## src/verilog/bpm_map.vh

```
`ifndef BPM_MAP_VH
`define BPM_MAP_VH
`define BPM_REG_VER 8'h05
`define BPM_VER_OFS 8'h03
`define BPM_A_CYC 8'h03
`define BPM_A_THR 8'h04
`define BPM_A_HYS 8'h05
`define BPM_A_OSCR 8'h06
`define BPM_A_OSCF 8'h07
`define BPM_A_CUT 8'h08
`define BPM_A_SHD 8'h0A
`define BPM_A_BOOT 8'h0C
`define BPM_A_BACK 8'h0E
`define BPM_A_OFS 8'h10
`define BPM_A_DLY 8'h12
`define BPM_A_POL 8'h14
`define BPM_A_WAKE 8'h1A
`define BPM_A_VBAT 8'h1E
`define BPM_A_HIST 8'h1F
`define BPM_A_OUTPUT_LEVEL 8'h20
`define BPM_A_STEP 8'h01
`define BPM_R_CYC 8'h14
`define BPM_R_THR 8'h0C
`define BPM_R_HYS 8'h02
`define BPM_R_OSC 8'h00
`define BPM_R_CUT 16'h123D
`define BPM_R_SHD 16'h12E1
`define BPM_R_BOOT 16'h1424
`define BPM_R_BACK 16'h165A
`define BPM_R_OFS 16'h0000
`define BPM_R_DLY 16'h0041
`define BPM_R_POL 8'h00
`define BPM_R_WAKE 16'h0000
`define BPM_POL_VBAT 8'h01
`define BPM_POL_SMART 8'h02
`define BPM_UNMAPPED 8'hFF
`define BPM_HOLD 4'hF
`define BPM_HOLD_PRE 4'h7
`define BPM_BASE_SH 3
`endif

```

## src/verilog/bpm_regs.v

```verilog
`timescale 1ns/1ps
`default_nettype none
`include "bpm_map.vh"
module bpm_regs (
  // clock, reset, enable
  input wire clk_sys,
  input wire reset_n,
  input wire clk_en,
  // register port from the serial engine
  input wire [7:0] reg_addr,
  input wire reg_wr,
  input wire [7:0] reg_wdata,
  output reg [7:0] reg_rdata_q,
  // converter results, same clock
  input wire [12:0] adc_bat,
  input wire [12:0] adc_out,
  input wire adc_valid,
  // pins
  input wire tick_pin,
  input wire minute_pin,
  input wire pad_sense_pin,
  input wire host_txd_pin,
  output reg pad_drive_q,
  output reg host_power_q,
  output reg shutdown_req_q,
  output reg touch_active_q
);

  // ------------------------------------------------------------
  // pin synchronisers
  // ------------------------------------------------------------
  reg [3:0] sync1_q;
  reg [3:0] sync2_q;
  reg [1:0] edge_q;
  wire tick_s = sync2_q[0];
  wire min_s = sync2_q[1];
  wire sense_s = sync2_q[2];
  wire txd_s = sync2_q[3];
  wire tick_evt = tick_s & ~edge_q[0];
  wire min_evt = min_s & ~edge_q[1];

  always @(posedge clk_sys or negedge reset_n) begin
    if (!reset_n) begin
      sync1_q <= 4'h0;
      sync2_q <= 4'h0;
      edge_q <= 2'h0;
    end else if (clk_en) begin
      sync1_q <= {host_txd_pin, pad_sense_pin, minute_pin, tick_pin};
      sync2_q <= sync1_q;
      edge_q <= sync2_q[1:0];
    end
  end

  // ------------------------------------------------------------
  // register file
  // ------------------------------------------------------------
  reg [7:0] cyc_q, thr_q, hys_q, oscr_q, oscf_q, pol_q;
  reg [15:0] cut_q, shd_q, boot_q, back_q, ofs_q, dly_q;
  reg [15:0] wake_q;
  reg [15:0] bat_q, out_q;
  reg [7:0] hist_q;
  reg wake_fire;

  function [15:0] wr16;
    input [15:0] cur;
    input [7:0] base;
    begin
      wr16 = cur;
      if (reg_wr && reg_addr == base)
        wr16 = {cur[15:8], reg_wdata};
      if (reg_wr && reg_addr == base + `BPM_A_STEP)
        wr16 = {reg_wdata, cur[7:0]};
    end
  endfunction

  function [7:0] wr8;
    input [7:0] cur;
    input [7:0] base;
    begin
      wr8 = (reg_wr && reg_addr == base) ? reg_wdata : cur;
    end
  endfunction

  always @(posedge clk_sys or negedge reset_n) begin
    if (!reset_n) begin
      cyc_q <= `BPM_R_CYC;
      thr_q <= `BPM_R_THR;
      hys_q <= `BPM_R_HYS;
      oscr_q <= `BPM_R_OSC;
      oscf_q <= `BPM_R_OSC;
      cut_q <= `BPM_R_CUT;
      shd_q <= `BPM_R_SHD;
      boot_q <= `BPM_R_BOOT;
      back_q <= `BPM_R_BACK;
      ofs_q <= `BPM_R_OFS;
      dly_q <= `BPM_R_DLY;
      pol_q <= `BPM_R_POL;
    end else if (clk_en) begin
      cyc_q <= wr8(cyc_q, `BPM_A_CYC);
      thr_q <= wr8(thr_q, `BPM_A_THR);
      hys_q <= wr8(hys_q, `BPM_A_HYS);
      oscr_q <= wr8(oscr_q, `BPM_A_OSCR);
      oscf_q <= wr8(oscf_q, `BPM_A_OSCF);
      cut_q <= wr16(cut_q, `BPM_A_CUT);
      shd_q <= wr16(shd_q, `BPM_A_SHD);
      boot_q <= wr16(boot_q, `BPM_A_BOOT);
      back_q <= wr16(back_q, `BPM_A_BACK);
      ofs_q <= wr16(ofs_q, `BPM_A_OFS);
      dly_q <= wr16(dly_q, `BPM_A_DLY);
      pol_q <= wr8(pol_q, `BPM_A_POL);
    end
  end

  // measured levels are read only, writes to them are ignored
  reg [7:0] rd_d;
  always @* begin
    case (reg_addr)
      `BPM_A_CYC: rd_d = cyc_q;
      `BPM_A_THR: rd_d = thr_q;
      `BPM_A_HYS: rd_d = hys_q;
      `BPM_A_OSCR: rd_d = oscr_q;
      `BPM_A_OSCF: rd_d = oscf_q;
      `BPM_A_CUT: rd_d = cut_q[7:0];
      `BPM_A_CUT + `BPM_A_STEP: rd_d = cut_q[15:8];
      `BPM_A_SHD: rd_d = shd_q[7:0];
      `BPM_A_SHD + `BPM_A_STEP: rd_d = shd_q[15:8];
      `BPM_A_BOOT: rd_d = boot_q[7:0];
      `BPM_A_BOOT + `BPM_A_STEP: rd_d = boot_q[15:8];
      `BPM_A_BACK: rd_d = back_q[7:0];
      `BPM_A_BACK + `BPM_A_STEP: rd_d = back_q[15:8];
      `BPM_A_OFS: rd_d = ofs_q[7:0];
      `BPM_A_OFS + `BPM_A_STEP: rd_d = ofs_q[15:8];
      `BPM_A_DLY: rd_d = dly_q[7:0];
      `BPM_A_DLY + `BPM_A_STEP: rd_d = dly_q[15:8];
      `BPM_A_POL: rd_d = pol_q;
      `BPM_A_WAKE: rd_d = wake_q[7:0];
      `BPM_A_WAKE + `BPM_A_STEP: rd_d = wake_q[15:8];
      `BPM_A_VBAT: rd_d = bat_q[7:0];
      // the history byte shadows the battery high byte at this offset
      `BPM_A_HIST: rd_d = hist_q;
      `BPM_A_OUTPUT_LEVEL: rd_d = out_q[7:0];
      `BPM_A_OUTPUT_LEVEL + `BPM_A_STEP: rd_d = out_q[15:8];
      default: rd_d = `BPM_UNMAPPED;
    endcase
  end

  always @(posedge clk_sys or negedge reset_n) begin
    if (!reset_n) begin
      reg_rdata_q <= 8'h00;
    end else if (clk_en) begin
      reg_rdata_q <= rd_d;
    end
  end

  // ------------------------------------------------------------
  // voltage levels
  // ------------------------------------------------------------
  wire ver_full = (`BPM_REG_VER >= 8'h05);
  wire ver_ofs = (`BPM_REG_VER == `BPM_VER_OFS);
  wire [15:0] bat_w = ver_full ? {3'h0, adc_bat} : {6'h0, adc_bat[12:3]};
  wire [15:0] out_w = ver_full ? {3'h0, adc_out} : {6'h0, adc_out[12:3]};
  wire [15:0] ofs_w = ver_ofs ? ofs_q : 16'h0000;

  always @(posedge clk_sys or negedge reset_n) begin
    if (!reset_n) begin
      bat_q <= 16'h0000;
      out_q <= 16'h0000;
    end else if (clk_en && adc_valid) begin
      bat_q <= bat_w + ofs_w;
      out_q <= out_w + ofs_w;
    end
  end

  // ------------------------------------------------------------
  // touch measurement
  // ------------------------------------------------------------
  localparam TM_IDLE = 3'b001;
  localparam TM_CHG = 3'b010;
  localparam TM_DIS = 3'b100;
  reg [2:0] tm_q;
  reg [7:0] left_q;
  reg [15:0] rdg_q;
  reg [15:0] base_q;
  reg base_ok_q;
  reg done;

  // reading grows with pad capacitance; saturation ends a stuck pad
  wire rdg_sat = (rdg_q == 16'hFFFF);
  wire [17:0] hi_lim = {2'h0, base_q} + {10'h0, thr_q} + {10'h0, hys_q};
  wire [17:0] lo_lhs = {2'h0, rdg_q} + {10'h0, hys_q};
  wire [17:0] lo_rhs = {2'h0, base_q} + {10'h0, thr_q};
  wire [16:0] diff = {1'b0, rdg_q} - {1'b0, base_q};
  wire [16:0] step = {{`BPM_BASE_SH{diff[16]}}, diff[16:`BPM_BASE_SH]};
  wire [15:0] base_nx = base_q + step[15:0];
  wire touch_nx = base_ok_q && (touch_active_q ? !(lo_lhs < lo_rhs)
                                               : ({2'h0, rdg_q} > hi_lim));
  wire [7:0] hist_nx = {hist_q[6:0], touch_nx};
  wire hold_evt = done && hist_nx[3:0] == `BPM_HOLD && hist_q[3:0] == `BPM_HOLD_PRE;

  always @* begin
    done = 1'b0;
    if (tm_q == TM_DIS && (!sense_s || rdg_sat) && (left_q <= 8'h01 || rdg_sat))
      done = 1'b1;
    if (tm_q == TM_CHG && (rdg_sat || left_q <= 8'h01) && (sense_s || rdg_sat))
      done = 1'b1;
  end

  always @(posedge clk_sys or negedge reset_n) begin
    if (!reset_n) begin
      tm_q <= TM_IDLE;
      left_q <= 8'h00;
      rdg_q <= 16'h0000;
      base_q <= 16'h0000;
      base_ok_q <= 1'b0;
      hist_q <= 8'h00;
      touch_active_q <= 1'b0;
      pad_drive_q <= 1'b0;
    end else if (clk_en) begin
      case (tm_q)
        TM_IDLE: begin
          pad_drive_q <= 1'b0;
          if (tick_evt && cyc_q != 8'h00) begin
            tm_q <= TM_CHG;
            left_q <= cyc_q;
            rdg_q <= 16'h0000;
            pad_drive_q <= 1'b1;
          end
        end
        TM_CHG: begin
          if (!rdg_sat)
            rdg_q <= rdg_q + 16'h0001;
          if (sense_s || rdg_sat) begin
            left_q <= left_q - 8'h01;
            pad_drive_q <= 1'b0;
            tm_q <= (left_q <= 8'h01 || rdg_sat) ? TM_IDLE : TM_DIS;
          end
        end
        TM_DIS: begin
          if (!rdg_sat)
            rdg_q <= rdg_q + 16'h0001;
          if (!sense_s || rdg_sat) begin
            left_q <= left_q - 8'h01;
            pad_drive_q <= (left_q > 8'h01) && !rdg_sat;
            tm_q <= (left_q <= 8'h01 || rdg_sat) ? TM_IDLE : TM_CHG;
          end
        end
        default: begin
          tm_q <= TM_IDLE;
          pad_drive_q <= 1'b0;
        end
      endcase
      if (done) begin
        hist_q <= hist_nx;
        touch_active_q <= touch_nx;
        base_ok_q <= 1'b1;
        // baseline follows only an idle pad so a hold does not absorb itself
        if (!base_ok_q)
          base_q <= rdg_q;
        else if (!touch_nx)
          base_q <= base_nx;
      end
    end
  end

  // ------------------------------------------------------------
  // host power sequencing
  // ------------------------------------------------------------
  localparam PS_OFF = 4'b0001;
  localparam PS_ON = 4'b0010;
  localparam PS_SHDN = 4'b0100;
  localparam PS_WAIT = 4'b1000;
  reg [3:0] ps_q;
  reg [15:0] dcnt_q;
  reg auto_ok_q;
  reg wake_pend_q;

  wire bat_cut = bat_q < cut_q;
  wire bat_low = bat_q <= shd_q;
  wire boot_ok = (bat_q >= boot_q) && !(out_q >= back_q);
  wire boot_want = hold_evt
                 || pol_q == `BPM_POL_VBAT
                 || (pol_q == `BPM_POL_SMART && auto_ok_q)
                 || wake_pend_q;
  wire boot_go = (ps_q == PS_OFF) && boot_ok && boot_want;

  always @(posedge clk_sys or negedge reset_n) begin
    if (!reset_n) begin
      ps_q <= PS_OFF;
      dcnt_q <= 16'h0000;
      auto_ok_q <= 1'b0;
      host_power_q <= 1'b0;
      shutdown_req_q <= 1'b0;
    end else if (clk_en) begin
      case (ps_q)
        PS_OFF: begin
          if (boot_go) begin
            ps_q <= PS_ON;
            host_power_q <= 1'b1;
          end
        end
        PS_ON: begin
          if (bat_cut) begin
            ps_q <= PS_OFF;
            host_power_q <= 1'b0;
            auto_ok_q <= 1'b1;
          end else if (bat_low) begin
            ps_q <= PS_SHDN;
            shutdown_req_q <= 1'b1;
            auto_ok_q <= 1'b1;
          end else if (hold_evt) begin
            ps_q <= PS_SHDN;
            shutdown_req_q <= 1'b1;
            auto_ok_q <= 1'b0;
          end
        end
        PS_SHDN: begin
          if (bat_cut) begin
            ps_q <= PS_OFF;
            host_power_q <= 1'b0;
            shutdown_req_q <= 1'b0;
            auto_ok_q <= 1'b1;
          end else if (!txd_s) begin
            ps_q <= PS_WAIT;
            dcnt_q <= dly_q;
          end
        end
        PS_WAIT: begin
          if (bat_cut || (tick_evt && dcnt_q <= 16'h0001)) begin
            ps_q <= PS_OFF;
            host_power_q <= 1'b0;
            shutdown_req_q <= 1'b0;
            if (bat_cut)
              auto_ok_q <= 1'b1;
          end else if (tick_evt) begin
            dcnt_q <= dcnt_q - 16'h0001;
          end
        end
        default: begin
          ps_q <= PS_OFF;
          host_power_q <= 1'b0;
          shutdown_req_q <= 1'b0;
        end
      endcase
    end
  end

  // ------------------------------------------------------------
  // wake timer
  // ------------------------------------------------------------
  // counts only while off, so after a boot it holds the minutes left
  always @* begin
    wake_fire = (ps_q == PS_OFF) && min_evt && wake_q == 16'h0001;
  end

  always @(posedge clk_sys or negedge reset_n) begin
    if (!reset_n) begin
      wake_q <= `BPM_R_WAKE;
      wake_pend_q <= 1'b0;
    end else if (clk_en) begin
      if (reg_wr && (reg_addr == `BPM_A_WAKE || reg_addr == `BPM_A_WAKE + `BPM_A_STEP))
        wake_q <= wr16(wake_q, `BPM_A_WAKE);
      else if (ps_q == PS_OFF && min_evt && wake_q != 16'h0000)
        wake_q <= wake_q - 16'h0001;
      // expiry stays pending until a boot is allowed; set beats clear
      wake_pend_q <= (wake_pend_q && !boot_go) || wake_fire;
    end
  end

endmodule
`default_nettype wire

```

## config.mk

```make
export PLATFORM = sky130hd
export DESIGN_NAME = bpm_regs
export DESIGN_NICKNAME = d
export VERILOG_FILES = /design/src/verilog/bpm_regs.v
export VERILOG_INCLUDE_DIRS = /design/src /design/src/verilog
export SDC_FILE = /design/constraint.sdc
export NUM_CORES = 1
export LEC_CHECK = 0
export BUFFER_PORTS_ARGS = -buffer_cell sky130_fd_sc_hd__buf_2
export CORE_ASPECT_RATIO = 0.5
export CORE_MARGIN = 4
export CORE_UTILIZATION = 65
export CTS_BUF_LIST = sky130_fd_sc_hd__clkbuf_8 sky130_fd_sc_hd__clkbuf_16
export DETAILED_ROUTE_END_ITERATION = 7
export PLACE_DENSITY = 0.83
export SLEW_MARGIN = 20
export SYNTH_ARGS = -nofsm -noshare
export SYNTH_HDL_FRONTEND = slang
export SYNTH_SLANG_ARGS = --single-unit
```

## constraint.sdc

```tcl
create_clock -name clk_sys -period 9.68 [get_ports clk_sys]
set_input_delay 0.968 -clock clk_sys [delete_from_list [all_inputs] [get_ports clk_sys]]
set_output_delay 0.968 -clock clk_sys [all_outputs]
set_load 0.05 [all_outputs]
```

; Word-level counts from Yosys, hierarchy flattened
; Cells that the tools add are included.
[word_totals]
reg_bits = 282
latchBits = 0
ramBits = 0
romBits = 0
inputBits = 51
out_inout_bits = 12
elab_cells = 286
mem_count = 0
[classes]
addsub = 9
n_mul = 0
div_mod_pow = 0
order_cmp = 9
eq_ne = 57
shift = 0
mux = 66
bitwise = 11
n_reduce_logical = 94
[ops]
columns = op, n
row1 = $mux 16, 17
row2 = $pmux 8 s24, 1
row3 = $mux 8, 10
row4 = $eq 8x5->1 const B, 9
row5 = $eq 8x4->1 const B, 8
row6 = $pmux 16 s2, 2
row7 = $logic_and 1x1->1, 40
row8 = $add 16x8->17, 2
row9 = $eq 8x3->1 const B, 4
row10 = $ge 13x16->1, 2
row11 = $sub 16x1->16 const B, 2
row12 = $mux 4, 7
row13 = $reduce_and 3->1, 9
row14 = $reduce_and 2->1, 13
row15 = $ne 2x2->1 const B, 12
row16 = $pmux 8 s3, 1
row17 = $reduce_and 4->1, 5
row18 = $add 18x8->18, 1
row19 = $gt 16x18->1, 1
row20 = $lt 17x17->1, 1
row21 = $mux 1, 17
row22 = $sub 16x16->17, 1
row23 = $add 16x1->16 const B, 1
row24 = $add 16x16->16, 1
row25 = 38 further kinds, 79

; Depth between registers and ports, before layout
; Gate-level depths: netlist (run 1).
[depth]
word_depth = 15
mapped_depth = 26
ltp_nobuf = 26

; Least setup slack after synthesis (run 1)
; No wires, ideal clock.
[synth_path]
kind = register to register
start = register base_q[0]
end = register host_power_q
setup_ns = 0.077
arrival_ns = 5.001
t_required_ns = 9.603
slack_ns = 4.601
path_stages_with_launch = 25
path_buffers = 0
synth_period_minus_slack_ns = 5.079
path_cell_list = dfrtp_1 -> ha_1 -> inv_1 -> fa_1 -> inv_1 -> ha_1 -> a21o_1 -> a21oi_1 -> o21bai_1 -> a21oi_1 -> o21bai_1 -> a21oi_1 -> nor2b_1 -> o21ai_0 -> nor2_1 -> xor2_1 -> ha_1 -> o21ai_0 -> a211oi_1 -> o21ai_0 -> or4b_1 -> a41oi_2 -> o21ai_2 -> a2111o_1 -> a21oi_1
[synth_between]
elab_chain_len = 14
elab_cells_between_ends = 16
classes_between = 2 x add/sub / 2 x order compare / 2 x eq/ne / 1 x mux / 9 x reduce/logical
[synth_rtl]
columns = element, line_no
row1 = "start, declared", bpm_regs.v:183  ; reg [15:0] base_q;
row2 = "start signal, assigned", bpm_regs.v:258  ; base_q <= rdg_q;
row3 = "start signal, assigned", bpm_regs.v:260  ; base_q <= base_nx;
row4 = $add 16x8->17 (*), "bpm_regs.v:189, bpm_regs.v:191"
row5 = $add 18x8->18 / $lt 17x17->1 (equally long branches), "bpm_regs.v:189, bpm_regs.v:195"
row6 = $gt 16x18->1 / $logic_not 1->1 (equally long branches), "bpm_regs.v:196, bpm_regs.v:195"
row7 = $mux 1 (*), bpm_regs.v:195  ; wire touch_nx = base_ok_q && (touch_active_q ? !(lo_lhs < lo_rhs)
row8 = $logic_and 1x1->1 (*), bpm_regs.v:195
row9 = $eq 4x4->1 (no source line) (*), --
row10 = $logic_and 1x1->1 (no source line) (*) (2 in a row), --
row11 = $logic_or 1x1->1 (no source line) (*), --
row12 = $logic_or 1x1->1 (*) (2 in a row), bpm_regs.v:280  ; wire boot_want = hold_evt
row13 = $logic_and 1x1->1 (*), bpm_regs.v:284  ; wire boot_go = (ps_q == PS_OFF) && boot_ok && boot_want;
row14 = $ne 2x2->1 (no source line) (*), --
row15 = $reduce_and 4->1 (no source line) (*), --
row16 = "end signal, assigned", bpm_regs.v:291  ; host_power_q <= 1'b0;
row17 = "end signal, assigned", bpm_regs.v:298  ; host_power_q <= 1'b1;
row18 = "end signal, assigned", bpm_regs.v:304  ; host_power_q <= 1'b0;
row19 = "end, declared", bpm_regs.v:24  ; output reg host_power_q,
; Mark *: on every way between the ends. The rest lies on a longest branch, timed or not.
; A chain may end at the register's enable or synchronous reset.

; Worst setup path in the final report (run 1)
; Ends and elaborated chain as after synthesis.

==> run_summary.xml, run 1 <==
<?xml version="1.0" encoding="UTF-8"?>
<metrics>
  <group name="route">
    <metric name="drt_pre_antenna_iters" unit="">7</metric>
    <metric name="detail_route.wirelength" unit="um">51200</metric>
    <metric name="detailroute.via_count" unit="">15538</metric>
    <metric name="drt_iter0_markers" unit="">2005</metric>
    <metric name="via_per_inst" unit="">6.72</metric>
    <metric name="wl_per_cell" unit="um">22.1</metric>
    <metric name="ant_nets" unit="">0</metric>
    <metric name="drcViolationCount" unit="">0</metric>
  </group>
  <group name="sta">
    <metric name="timing.final.setup_violations" unit="">0</metric>
    <metric name="final_max_slew_viol_count" unit="">0</metric>
    <metric name="finClkSkew" unit="ns">0.0255</metric>
    <metric name="rsz0062_at_grt" unit="">false</metric>
    <metric name="worst-slew-pin-transition" unit="ns">1.08</metric>
    <metric name="holdWs" unit="ns">0.372</metric>
    <metric name="final.min_clock_period" unit="ns">5.95</metric>
    <metric name="setup-tns-final" unit="ns">0</metric>
    <metric name="timing.slew.headroom" unit="%">26.7</metric>
    <metric name="finalCritPeriodShare" unit="%">61.5</metric>
    <metric name="timing.final.hold_violations" unit="">0</metric>
    <metric name="clock.fmax" unit="MHz">168</metric>
  </group>
  <group name="synthesis">
    <metric name="synth.yosys.seq_area_share" unit="%">39.2</metric>
    <metric name="postSynth.asyncResetShare" unit="%">100</metric>
    <metric name="yosys_register_bits" unit="">281</metric>
    <metric name="syn_area_per_cell" unit="um^2">9.57</metric>
    <metric name="most_area_consuming_cells_after_synthesis" unit="">sky130_fd_sc_hd__dfrtp_1 (34%), sky130_fd_sc_hd__ha_1 (10%), sky130_fd_sc_hd__mux2_2 (9.9%)</metric>
    <metric name="synth.distinct_cells" unit="">83</metric>
    <metric name="synthDominantAreaCellType" unit="">sky130_fd_sc_hd__dfrtp_1</metric>
    <metric name="synth_nets" unit="">2086</metric>
    <metric name="yosysWarnings" unit="">0</metric>
    <metric name="commonest_register_cell_after_synthesis" unit="">sky130_fd_sc_hd__dfrtp_1</metric>
    <metric name="syn-instance-count" unit="">1886</metric>
    <metric name="synth_largest_type_area_fraction" unit="%">34.4</metric>
    <metric name="synth_most_common_cell" unit="">sky130_fd_sc_hd__dfrtp_1</metric>
    <metric name="cell_area_after_technology_mapping" unit="mm^2">0.0181</metric>
    <metric name="synth.top_cells.by_count" unit="">sky130_fd_sc_hd__dfrtp_1 (248), sky130_fd_sc_hd__mux2_2 (158), sky130_fd_sc_hd__nor2_1 (154)</metric>
    <metric name="synth_edf_count" unit="">0</metric>
  </group>
  <group name="die">
    <metric name="die_w" unit="um">244</metric>
    <metric name="floorplan.io_pins" unit="">63</metric>
    <metric name="die_y" unit="um">126</metric>
    <metric name="core_region_area" unit="mm^2">0.0269</metric>
    <metric name="rows" unit="">42</metric>
    <metric name="initial_core_utilization" unit="%">67.1</metric>
    <metric name="die_area" unit="mm^2">0.0307</metric>
  </group>
  <group name="finish">
    <metric name="fin_util" unit="%">72.7</metric>
    <metric name="multi_input_area" unit="mm^2">0.0103</metric>
    <metric name="fin_area" unit="mm^2">0.0196</metric>
    <metric name="nFillCells" unit="">1997</metric>
    <metric name="finish.net_count" unit="">2117</metric>
    <metric name="syn_to_final_growth" unit="%">8.40</metric>
    <metric name="final-seq-area" unit="mm^2">0.00707</metric>
    <metric name="drive_gt1_share" unit="%">16.8</metric>
  </group>
  <group name="cts">
    <metric name="clock_tree.root_cell" unit="">sky130_fd_sc_hd__clkbuf_16</metric>
    <metric name="cts_hold_buffers" unit="">0</metric>
    <metric name="htree_num_levels" unit="">1</metric>
    <metric name="cts_resized" unit="">0</metric>
    <metric name="clk_path_buf_depth" unit="">3</metric>
    <metric name="clkSinkCount" unit="">281</metric>
    <metric name="tritoncts" unit="">done</metric>
    <metric name="cts_made_buffers" unit="">26</metric>
    <metric name="clk_latency_worst_skew_pair" unit="ns">0.57</metric>
    <metric name="clkTransAtPathRegs" unit="ns">0.07</metric>
    <metric name="cts_post_setup_buffers_inserted" unit="">0</metric>
  </group>
  <group name="worst_setup_path">
    <metric name="critical_path.endpoint_type" unit="">register</metric>
    <metric name="startpoint" unit="">base_q[0]$_DFFE_PN0P_</metric>
    <metric name="reg2reg_depth" unit="">24</metric>
    <metric name="required_time_at_the_endpoint_of_the_critical_path" unit="ns">10.18</metric>
    <metric name="timing_worst_setup_path_type" unit="">register to register</metric>
    <metric name="crit_path_max_fanout" unit="">5</metric>
    <metric name="timing.reg2reg.setup_slack" unit="ns">3.73</metric>
    <metric name="cp.arrival" unit="ns">6.45</metric>
    <metric name="r2r_end" unit="">host_power_q$_DFFE_PN0P_</metric>
    <metric name="timing.rr.start" unit="">base_q[0]$_DFFE_PN0P_</metric>
    <metric name="critical_path.startpoint_type" unit="">register</metric>
  </group>
  <group name="status">
    <metric name="status" unit="">completed</metric>
  </group>
  <group name="worst_hold_path">
    <metric name="worst_hold_path_type" unit="">input pin to asynchronous set/reset pin</metric>
  </group>
  <group name="power_and_ir_drop">
    <metric name="ir_worst_vdd" unit="uV">178</metric>
    <metric name="pwr_density_cell" unit="mW/mm^2">148</metric>
    <metric name="static-leakage-power" unit="uW">0.00919</metric>
  </group>
  <group name="placed_design">
    <metric name="detailed_place_hpwl" unit="um">36600</metric>
    <metric name="place_congestion" unit="">0.961</metric>
    <metric name="dpl_cell_area" unit="mm^2">0.0187</metric>
    <metric name="portBuffers" unit="">62</metric>
  </group>
  <group name="global_route">
    <metric name="groute.usage.overall" unit="%">32.8</metric>
    <metric name="antenna_violations_before_repair" unit="">1</metric>
    <metric name="wire_length_of_the_first_global_routing_pass" unit="um">81100</metric>
    <metric name="pin_count_of_the_biggest_net_entering_global_routing" unit="">83</metric>
    <metric name="number_of_global_route_vias_before_repair" unit="">14995</metric>
    <metric name="grt_overflow_total" unit="">0</metric>
  </group>
  <group name="job">
    <metric name="timing.max_cap.violations" unit="">0</metric>
  </group>
</metrics>
[metrics by stage]
stage               power (uW)  instances  worst slack, ns
floorplan                 1670       1886             4.60
global placement          1820       2263             4.02
detailed placement        1840       2263             3.83
CTS                       2890       2310             3.81
global route              3020       2311             3.27
finish                    2900       2311             3.73
[critical path, cell delays in order, from the launching register on]
cell and delay (ns):
sky130_fd_sc_hd__dfrtp_1 0.40, sky130_fd_sc_hd__ha_1 0.21, sky130_fd_sc_hd__inv_1 0.06, sky130_fd_sc_hd__fa_1 0.57, sky130_fd_sc_hd__inv_1 0.07, sky130_fd_sc_hd__ha_1 0.27
sky130_fd_sc_hd__a21o_1 0.18, sky130_fd_sc_hd__a21oi_1 0.24, sky130_fd_sc_hd__o21bai_1 0.10, sky130_fd_sc_hd__a21oi_1 0.23, sky130_fd_sc_hd__o21bai_1 0.09, sky130_fd_sc_hd__a21oi_1 0.22
sky130_fd_sc_hd__nor2b_1 0.07, sky130_fd_sc_hd__o21ai_0 0.40, sky130_fd_sc_hd__nor2_1 0.12, sky130_fd_sc_hd__xor2_1 0.16, sky130_fd_sc_hd__ha_1 0.32, sky130_fd_sc_hd__o21ai_0 0.10
sky130_fd_sc_hd__a211oi_1 0.32, sky130_fd_sc_hd__o21ai_0 0.14, sky130_fd_sc_hd__or4b_1 0.53, sky130_fd_sc_hd__a41oi_2 0.28, sky130_fd_sc_hd__o21ai_2 0.19, sky130_fd_sc_hd__a2111o_1 0.44
sky130_fd_sc_hd__a21oi_1 0.16
[final cells by class]
type | count | share of cell area (%)
Antenna cell | 1 | 0.0128
Clock inverter | 15 | 0.697
Clock buffer | 32 | 3.75
Inverter | 118 | 2.26
Tap cell | 374 | 2.39
Sequential cell | 281 | 36.1
Timing Repair Buffer | 77 | 2.21
Multi-Input combinational cell | 1413 | 52.5
[cell usage in the layout (no fill, tap or decap), types with 15 or more instances in the layout]
cell,n
sky130_fd_sc_hd__a211oi_1,17
sky130_fd_sc_hd__a21o_1,34
sky130_fd_sc_hd__a21oi_1,107
sky130_fd_sc_hd__a221oi_1,33
sky130_fd_sc_hd__a22o_1,35
sky130_fd_sc_hd__a22oi_1,41
sky130_fd_sc_hd__buf_2,61
sky130_fd_sc_hd__buf_4,15
sky130_fd_sc_hd__clkbuf_16,26
sky130_fd_sc_hd__dfrtp_1,248
sky130_fd_sc_hd__dfstp_2,33
sky130_fd_sc_hd__ha_1,145
sky130_fd_sc_hd__inv_1,129
sky130_fd_sc_hd__mux2_2,158
sky130_fd_sc_hd__nand2_1,123
sky130_fd_sc_hd__nand2b_1,17
sky130_fd_sc_hd__nand3_1,41
sky130_fd_sc_hd__nand4_1,21
sky130_fd_sc_hd__nor2_1,154
sky130_fd_sc_hd__nor3_1,40
sky130_fd_sc_hd__nor4_1,25
sky130_fd_sc_hd__o21ai_0,150
sky130_fd_sc_hd__xnor2_1,45
sky130_fd_sc_hd__xor2_1,22
[sequential cells by signal, summed over array words and instances (netlist names), 8 cells and up]
name         flops
back_q          16
base_q          16
boot_q          16
cut_q           16
dcnt_q          16
dly_q           16
ofs_q           16
rdg_q           16
shd_q           16
wake_q          16
bat_q           13
out_q           13
cyc_q            8
hist_q           8
hys_q            8
left_q           8
oscf_q           8
oscr_q           8
pol_q            8
reg_rdata_q      8
thr_q            8
[kinds of logic after synthesis]
family,count (synthesis),synth area share [%]
AO/OA/AOI/OAI,526,19.3
XOR/XNOR,67,3.25
adder cells (fa/ha/maj),149,10.5
buffers and inverters,192,4.02
flip-flops,281,39.2
multiplexers,169,10.5
AND/OR/NAND/NOR,502,13.3
[metal layers]
metal  global-route usage [%]  vias up  wire length, um
li1                         -     6973                -
met5                    0.619        -                0
met4                     12.6        0             2310
met1                     45.2     7526            20700
met3                     7.07      202             5490
met2                     51.4      837            22600
[how the worst max path moves through the flow]
| stage | to | slack [ns] | cells after the start |
|---|---|---|---|
| floorplan | host_power_q$_DFFE_PN0P_ | 4.60 | 24 |
| global placement | host_power_q$_DFFE_PN0P_ | 4.02 | 24 |
| detailed placement | host_power_q$_DFFE_PN0P_ | 3.83 | 24 |
| CTS | host_power_q$_DFFE_PN0P_ | 3.81 | 24 |
| global route | host_power_q$_DFFE_PN0P_ | 3.27 | 24 |
| finish | host_power_q$_DFFE_PN0P_ | 3.73 | 24 |
[where the power goes]
| part | total, uW | switching [uW] | internal (uW) |
|---|---|---|---|
| logic | 455 | 274 | 181 |
| clock network | 1060 | 470 | 589 |
| registers | 1380 | 122 | 1260 |
| total | 2900 | 866 | 2030 |
Power figures use the tool's default switching activity.
==> run 2: changes to the inputs <==
ABC_AREA = 1   (was unset)
CORE_UTILIZATION = 64   (was 65)
PLACE_DENSITY = 0.82   (was 0.83)
clock period = 6.2 ns   (was 9.68 ns; I/O delays follow)
==> run 2 against run 1 <==
  * Core utilization fell by 2.7 points
  * Clock-buffer cell count down 3
  * Cell area up 3.6%
  * Critical path type unchanged
  * Synthesized cell count is 30% higher
  * Critical endpoint is now base_q[4]$_DFFE_PN0P_
==> run_summary.xml, run 2 <==
<?xml version="1.0" encoding="UTF-8"?>
<metrics>
  <group name="synthesis">
    <metric name="synth_largest_type_area_fraction" unit="%">33.0</metric>
    <metric name="syn-instance-count" unit="">2460</metric>
    <metric name="synth_most_common_cell" unit="">sky130_fd_sc_hd__nand2_1</metric>
    <metric name="syn_area_per_cell" unit="um^2">7.64</metric>
    <metric name="postSynth.asyncResetShare" unit="%">100</metric>
    <metric name="synth.yosys.seq_area_share" unit="%">37.6</metric>
    <metric name="synth_nets" unit="">2660</metric>
    <metric name="yosysWarnings" unit="">0</metric>
    <metric name="commonest_register_cell_after_synthesis" unit="">sky130_fd_sc_hd__dfrtp_1</metric>
    <metric name="yosys_register_bits" unit="">281</metric>
    <metric name="synth.distinct_cells" unit="">69</metric>
    <metric name="most_area_consuming_cells_after_synthesis" unit="">sky130_fd_sc_hd__dfrtp_1 (33%), sky130_fd_sc_hd__nand2_1 (11%), sky130_fd_sc_hd__ha_1 (9.7%)</metric>
    <metric name="cell_area_after_technology_mapping" unit="mm^2">0.0188</metric>
    <metric name="synth.top_cells.by_count" unit="">sky130_fd_sc_hd__nand2_1 (552), sky130_fd_sc_hd__inv_1 (327), sky130_fd_sc_hd__o21ai_0 (292)</metric>
    <metric name="synthDominantAreaCellType" unit="">sky130_fd_sc_hd__dfrtp_1</metric>
    <metric name="synth_edf_count" unit="">0</metric>
  </group>
  <group name="power_and_ir_drop">
    <metric name="internal_power" unit="uW">3920</metric>
    <metric name="pwr-share-comb" unit="%">38.4</metric>
    <metric name="switching_share" unit="%">40.8</metric>
    <metric name="static-leakage-power" unit="uW">0.00964</metric>
    <metric name="switching_power" unit="uW">2710</metric>
    <metric name="ir_worst_vdd" unit="uV">223</metric>
    <metric name="pwr_density_cell" unit="mW/mm^2">327</metric>
    <metric name="power.share.clock" unit="%">25.6</metric>
    <metric name="power_frac_seq" unit="%">36.0</metric>
  </group>
  <group name="placed_design">
    <metric name="detailed_place_hpwl" unit="um">39700</metric>
    <metric name="portBuffers" unit="">62</metric>
    <metric name="place_congestion" unit="">0.999</metric>
    <metric name="dp_cells" unit="">2857</metric>
  </group>
  <group name="finish">
    <metric name="finish.net_count" unit="">2694</metric>
    <metric name="syn_to_final_growth" unit="%">7.91</metric>
    <metric name="drive_gt1_share" unit="%">9.39</metric>
    <metric name="mostFrequentLayoutCells" unit="">sky130_fd_sc_hd__nand2_1 (552), sky130_fd_sc_hd__inv_1 (334), sky130_fd_sc_hd__o21ai_0 (292)</metric>
    <metric name="layout_commonest_cell" unit="">sky130_fd_sc_hd__nand2_1</metric>
    <metric name="nFillCells" unit="">2421</metric>
    <metric name="final-instance-count-excl-fill" unit="">2906</metric>
  </group>
  <group name="worst_setup_path">
    <metric name="timing.critical_path.max_delay_family" unit="">simple AND/OR/NAND/NOR gates</metric>
    <metric name="critical_path.max_stage_delay" unit="ns">0.41</metric>
    <metric name="cp.arrival" unit="ns">5.58</metric>
    <metric name="reg2reg_depth" unit="">31</metric>
    <metric name="slowest_stage_cell_crit_path" unit="">sky130_fd_sc_hd__fa_1</metric>
    <metric name="critical_path.endpoint_type" unit="">register</metric>
    <metric name="startpoint" unit="">base_q[0]$_DFFE_PN0P_</metric>
    <metric name="critical_path.startpoint_type" unit="">register</metric>
    <metric name="timing.rr.start" unit="">base_q[0]$_DFFE_PN0P_</metric>
    <metric name="required_time_at_the_endpoint_of_the_critical_path" unit="ns">6.69</metric>
    <metric name="path_depth" unit="">31</metric>
    <metric name="cpMostUsedCell" unit="">sky130_fd_sc_hd__nand2_1</metric>
    <metric name="timing_worst_setup_path_type" unit="">register to register</metric>
    <metric name="timing.reg2reg.setup_slack" unit="ns">1.11</metric>
    <metric name="critical_path_buf_inv_count" unit="">3</metric>
    <metric name="r2r_end" unit="">base_q[4]$_DFFE_PN0P_</metric>
    <metric name="endpoint" unit="">base_q[4]$_DFFE_PN0P_</metric>
    <metric name="crit_path_max_fanout" unit="">21</metric>
  </group>
  <group name="job">
    <metric name="timing.max_cap.violations" unit="">0</metric>
  </group>
  <group name="cts">
    <metric name="cts_resized" unit="">0</metric>
    <metric name="clkTransAtPathRegs" unit="ns">0.07</metric>
    <metric name="cts_hold_buffers" unit="">0</metric>
    <metric name="clkSinkCount" unit="">281</metric>
    <metric name="tritoncts" unit="">done</metric>
    <metric name="clk_latency_worst_skew_pair" unit="ns">0.59</metric>
    <metric name="clock_tree.root_cell" unit="">sky130_fd_sc_hd__clkbuf_16</metric>
    <metric name="cts_made_buffers" unit="">26</metric>
    <metric name="htree_num_levels" unit="">1</metric>
    <metric name="cts_post_setup_buffers_inserted" unit="">0</metric>
    <metric name="clk_path_buf_depth" unit="">3</metric>
  </group>
  <group name="route">
    <metric name="via_per_inst" unit="">6.04</metric>
    <metric name="detail_route.wirelength" unit="um">54600</metric>
    <metric name="detailroute.via_count" unit="">17547</metric>
    <metric name="wl_per_cell" unit="um">18.8</metric>
    <metric name="drcViolationCount" unit="">0</metric>
    <metric name="drt_iter0_markers" unit="">2294</metric>
    <metric name="drt_pre_antenna_iters" unit="">6</metric>
    <metric name="ant_nets" unit="">0</metric>
  </group>
  <group name="die">
    <metric name="die_w" unit="um">250</metric>
    <metric name="floorplan.io_pins" unit="">63</metric>
    <metric name="core_region_area" unit="mm^2">0.0290</metric>
    <metric name="die_area" unit="mm^2">0.0323</metric>
    <metric name="initial_core_utilization" unit="%">64.9</metric>
    <metric name="die_y" unit="um">129</metric>
    <metric name="rows" unit="">44</metric>
  </group>
  <group name="sta">
    <metric name="timing.final.hold_violations" unit="">0</metric>
    <metric name="worst-slew-pin-transition" unit="ns">1.09</metric>
    <metric name="setup-tns-final" unit="ns">0</metric>
    <metric name="timing.slew.headroom" unit="%">27.4</metric>
    <metric name="final_max_slew_viol_count" unit="">0</metric>
    <metric name="final.min_clock_period" unit="ns">5.09</metric>
    <metric name="rsz0062_at_grt" unit="">false</metric>
    <metric name="clock.fmax" unit="MHz">197</metric>
    <metric name="finClkSkew" unit="ns">0.0235</metric>
    <metric name="timing.final.setup_violations" unit="">0</metric>
    <metric name="finalCritPeriodShare" unit="%">82.0</metric>
  </group>
  <group name="worst_hold_path">
    <metric name="worst_hold_path_type" unit="">input pin to asynchronous set/reset pin</metric>
  </group>
  <group name="status">
    <metric name="status" unit="">completed</metric>
  </group>
  <group name="global_route">
    <metric name="pin_count_of_the_biggest_net_entering_global_routing" unit="">169</metric>
    <metric name="antenna_violations_before_repair" unit="">1</metric>
    <metric name="number_of_global_route_vias_before_repair" unit="">15829</metric>
    <metric name="grt_overflow_total" unit="">0</metric>
    <metric name="groute.usage.overall" unit="%">33.3</metric>
    <metric name="wire_length_of_the_first_global_routing_pass" unit="um">86000</metric>
  </group>
</metrics>
-- run 2: cell types whose count changed after synthesis, sizes merged, moves of 30 or more --
cell   delta
nand3    +67
nand2   +457
mux2    -149
a22oi    -40
o21ai   +161
inv     +217
a21o     -30
xnor2    -34
-- run 2: routing by layer --
layer	track usage, %	share of wire [%]
met5	0	0
met4	12.3	4.4
met3	6.18	8.8
met2	52.5	44
met1	46.9	43
-- run 2: through the flow --
step / total power (uW) / hold WS [ns] / worst slack (ns) / cell area (um^2) / utilization (%)
2_1_floorplan: 4250 / 0.324 / 2.11 / 18800 / -
3_3_place_gp: 4830 / 0.454 / 1.47 / 19400 / 67.0
3_5_place_dp: 4890 / 0.462 / 1.27 / 19400 / 67.0
4_1_cts: 6600 / 0.178 / 1.15 / 20300 / 70.0
5_1_grt: 7080 / 0.188 / 0.739 / 20300 / 70.0
6_report: 6630 / 0.0953 / 1.11 / 20300 / 70.0
-- run 2: power by group through the flow --
stage               clock network (uW)  logic (uW)  registers (uW)
global route                      1790        2880            2410
global placement                     0        2440            2390
detailed placement                   0        2490            2400
floorplan                            0        1890            2360
CTS                               1710        2520            2370
finish                            1700        2540            2380
-- run 2: logic make-up after synthesis --
family / after synthesis / synth area share [%]
adders and majority gates: 149 / 10.1
xor gates and xnor gates: 58 / 2.80
AOI/OAI and AO/OA: 593 / 18.2
muxes: 9 / 0.539
buffers and inverters: 404 / 8.33
DFF: 281 / 37.6
and+or+nand+nor: 966 / 22.4
-- run 2: how the worst min path moves through the flow --
stage                          endpoint  slack (ns)  cells after the start
4_1_cts           base_q[8]$_DFFE_PN0P_        0.18                      1
5_1_grt           base_q[8]$_DFFE_PN0P_        0.19                      1
3_3_place_gp   host_power_q$_DFFE_PN0P_        0.45                      2
2_1_floorplan     auto_ok_q$_DFFE_PN0P_        0.32                      0
6_report           rdg_q[6]$_DFFE_PN0P_         0.1                      1
3_5_place_dp    pad_drive_q$_DFFE_PN0P_        0.46                      2
-- run 2: area by class of cell --
type	instances	area [um^2]	share of cell area, %
multi-input cells	1775	10100	50.1
repair buffers	71	400	1.98
inverters	339	1270	6.29
clock inverters	19	190	0.938
well taps	391	489	2.41
flip-flops and latches	281	7070	34.9
clock buffers	29	692	3.41
diodes	1	2.50	0.0123
-- run 2: worst register-to-register path, delay by kind of cell, from the launching register on --
| kind | cells | cell delay (ns) |
|---|---|---|
| AO/OA/AOI/OAI | 6 | 0.88 |
| buffers and inverters | 3 | 0.59 |
| XOR/XNOR | 2 | 0.36 |
| flip-flops | 1 | 0.40 |
| adder cells (fa/ha/maj) | 4 | 1.26 |
| AND/OR/NAND/NOR | 16 | 1.53 |
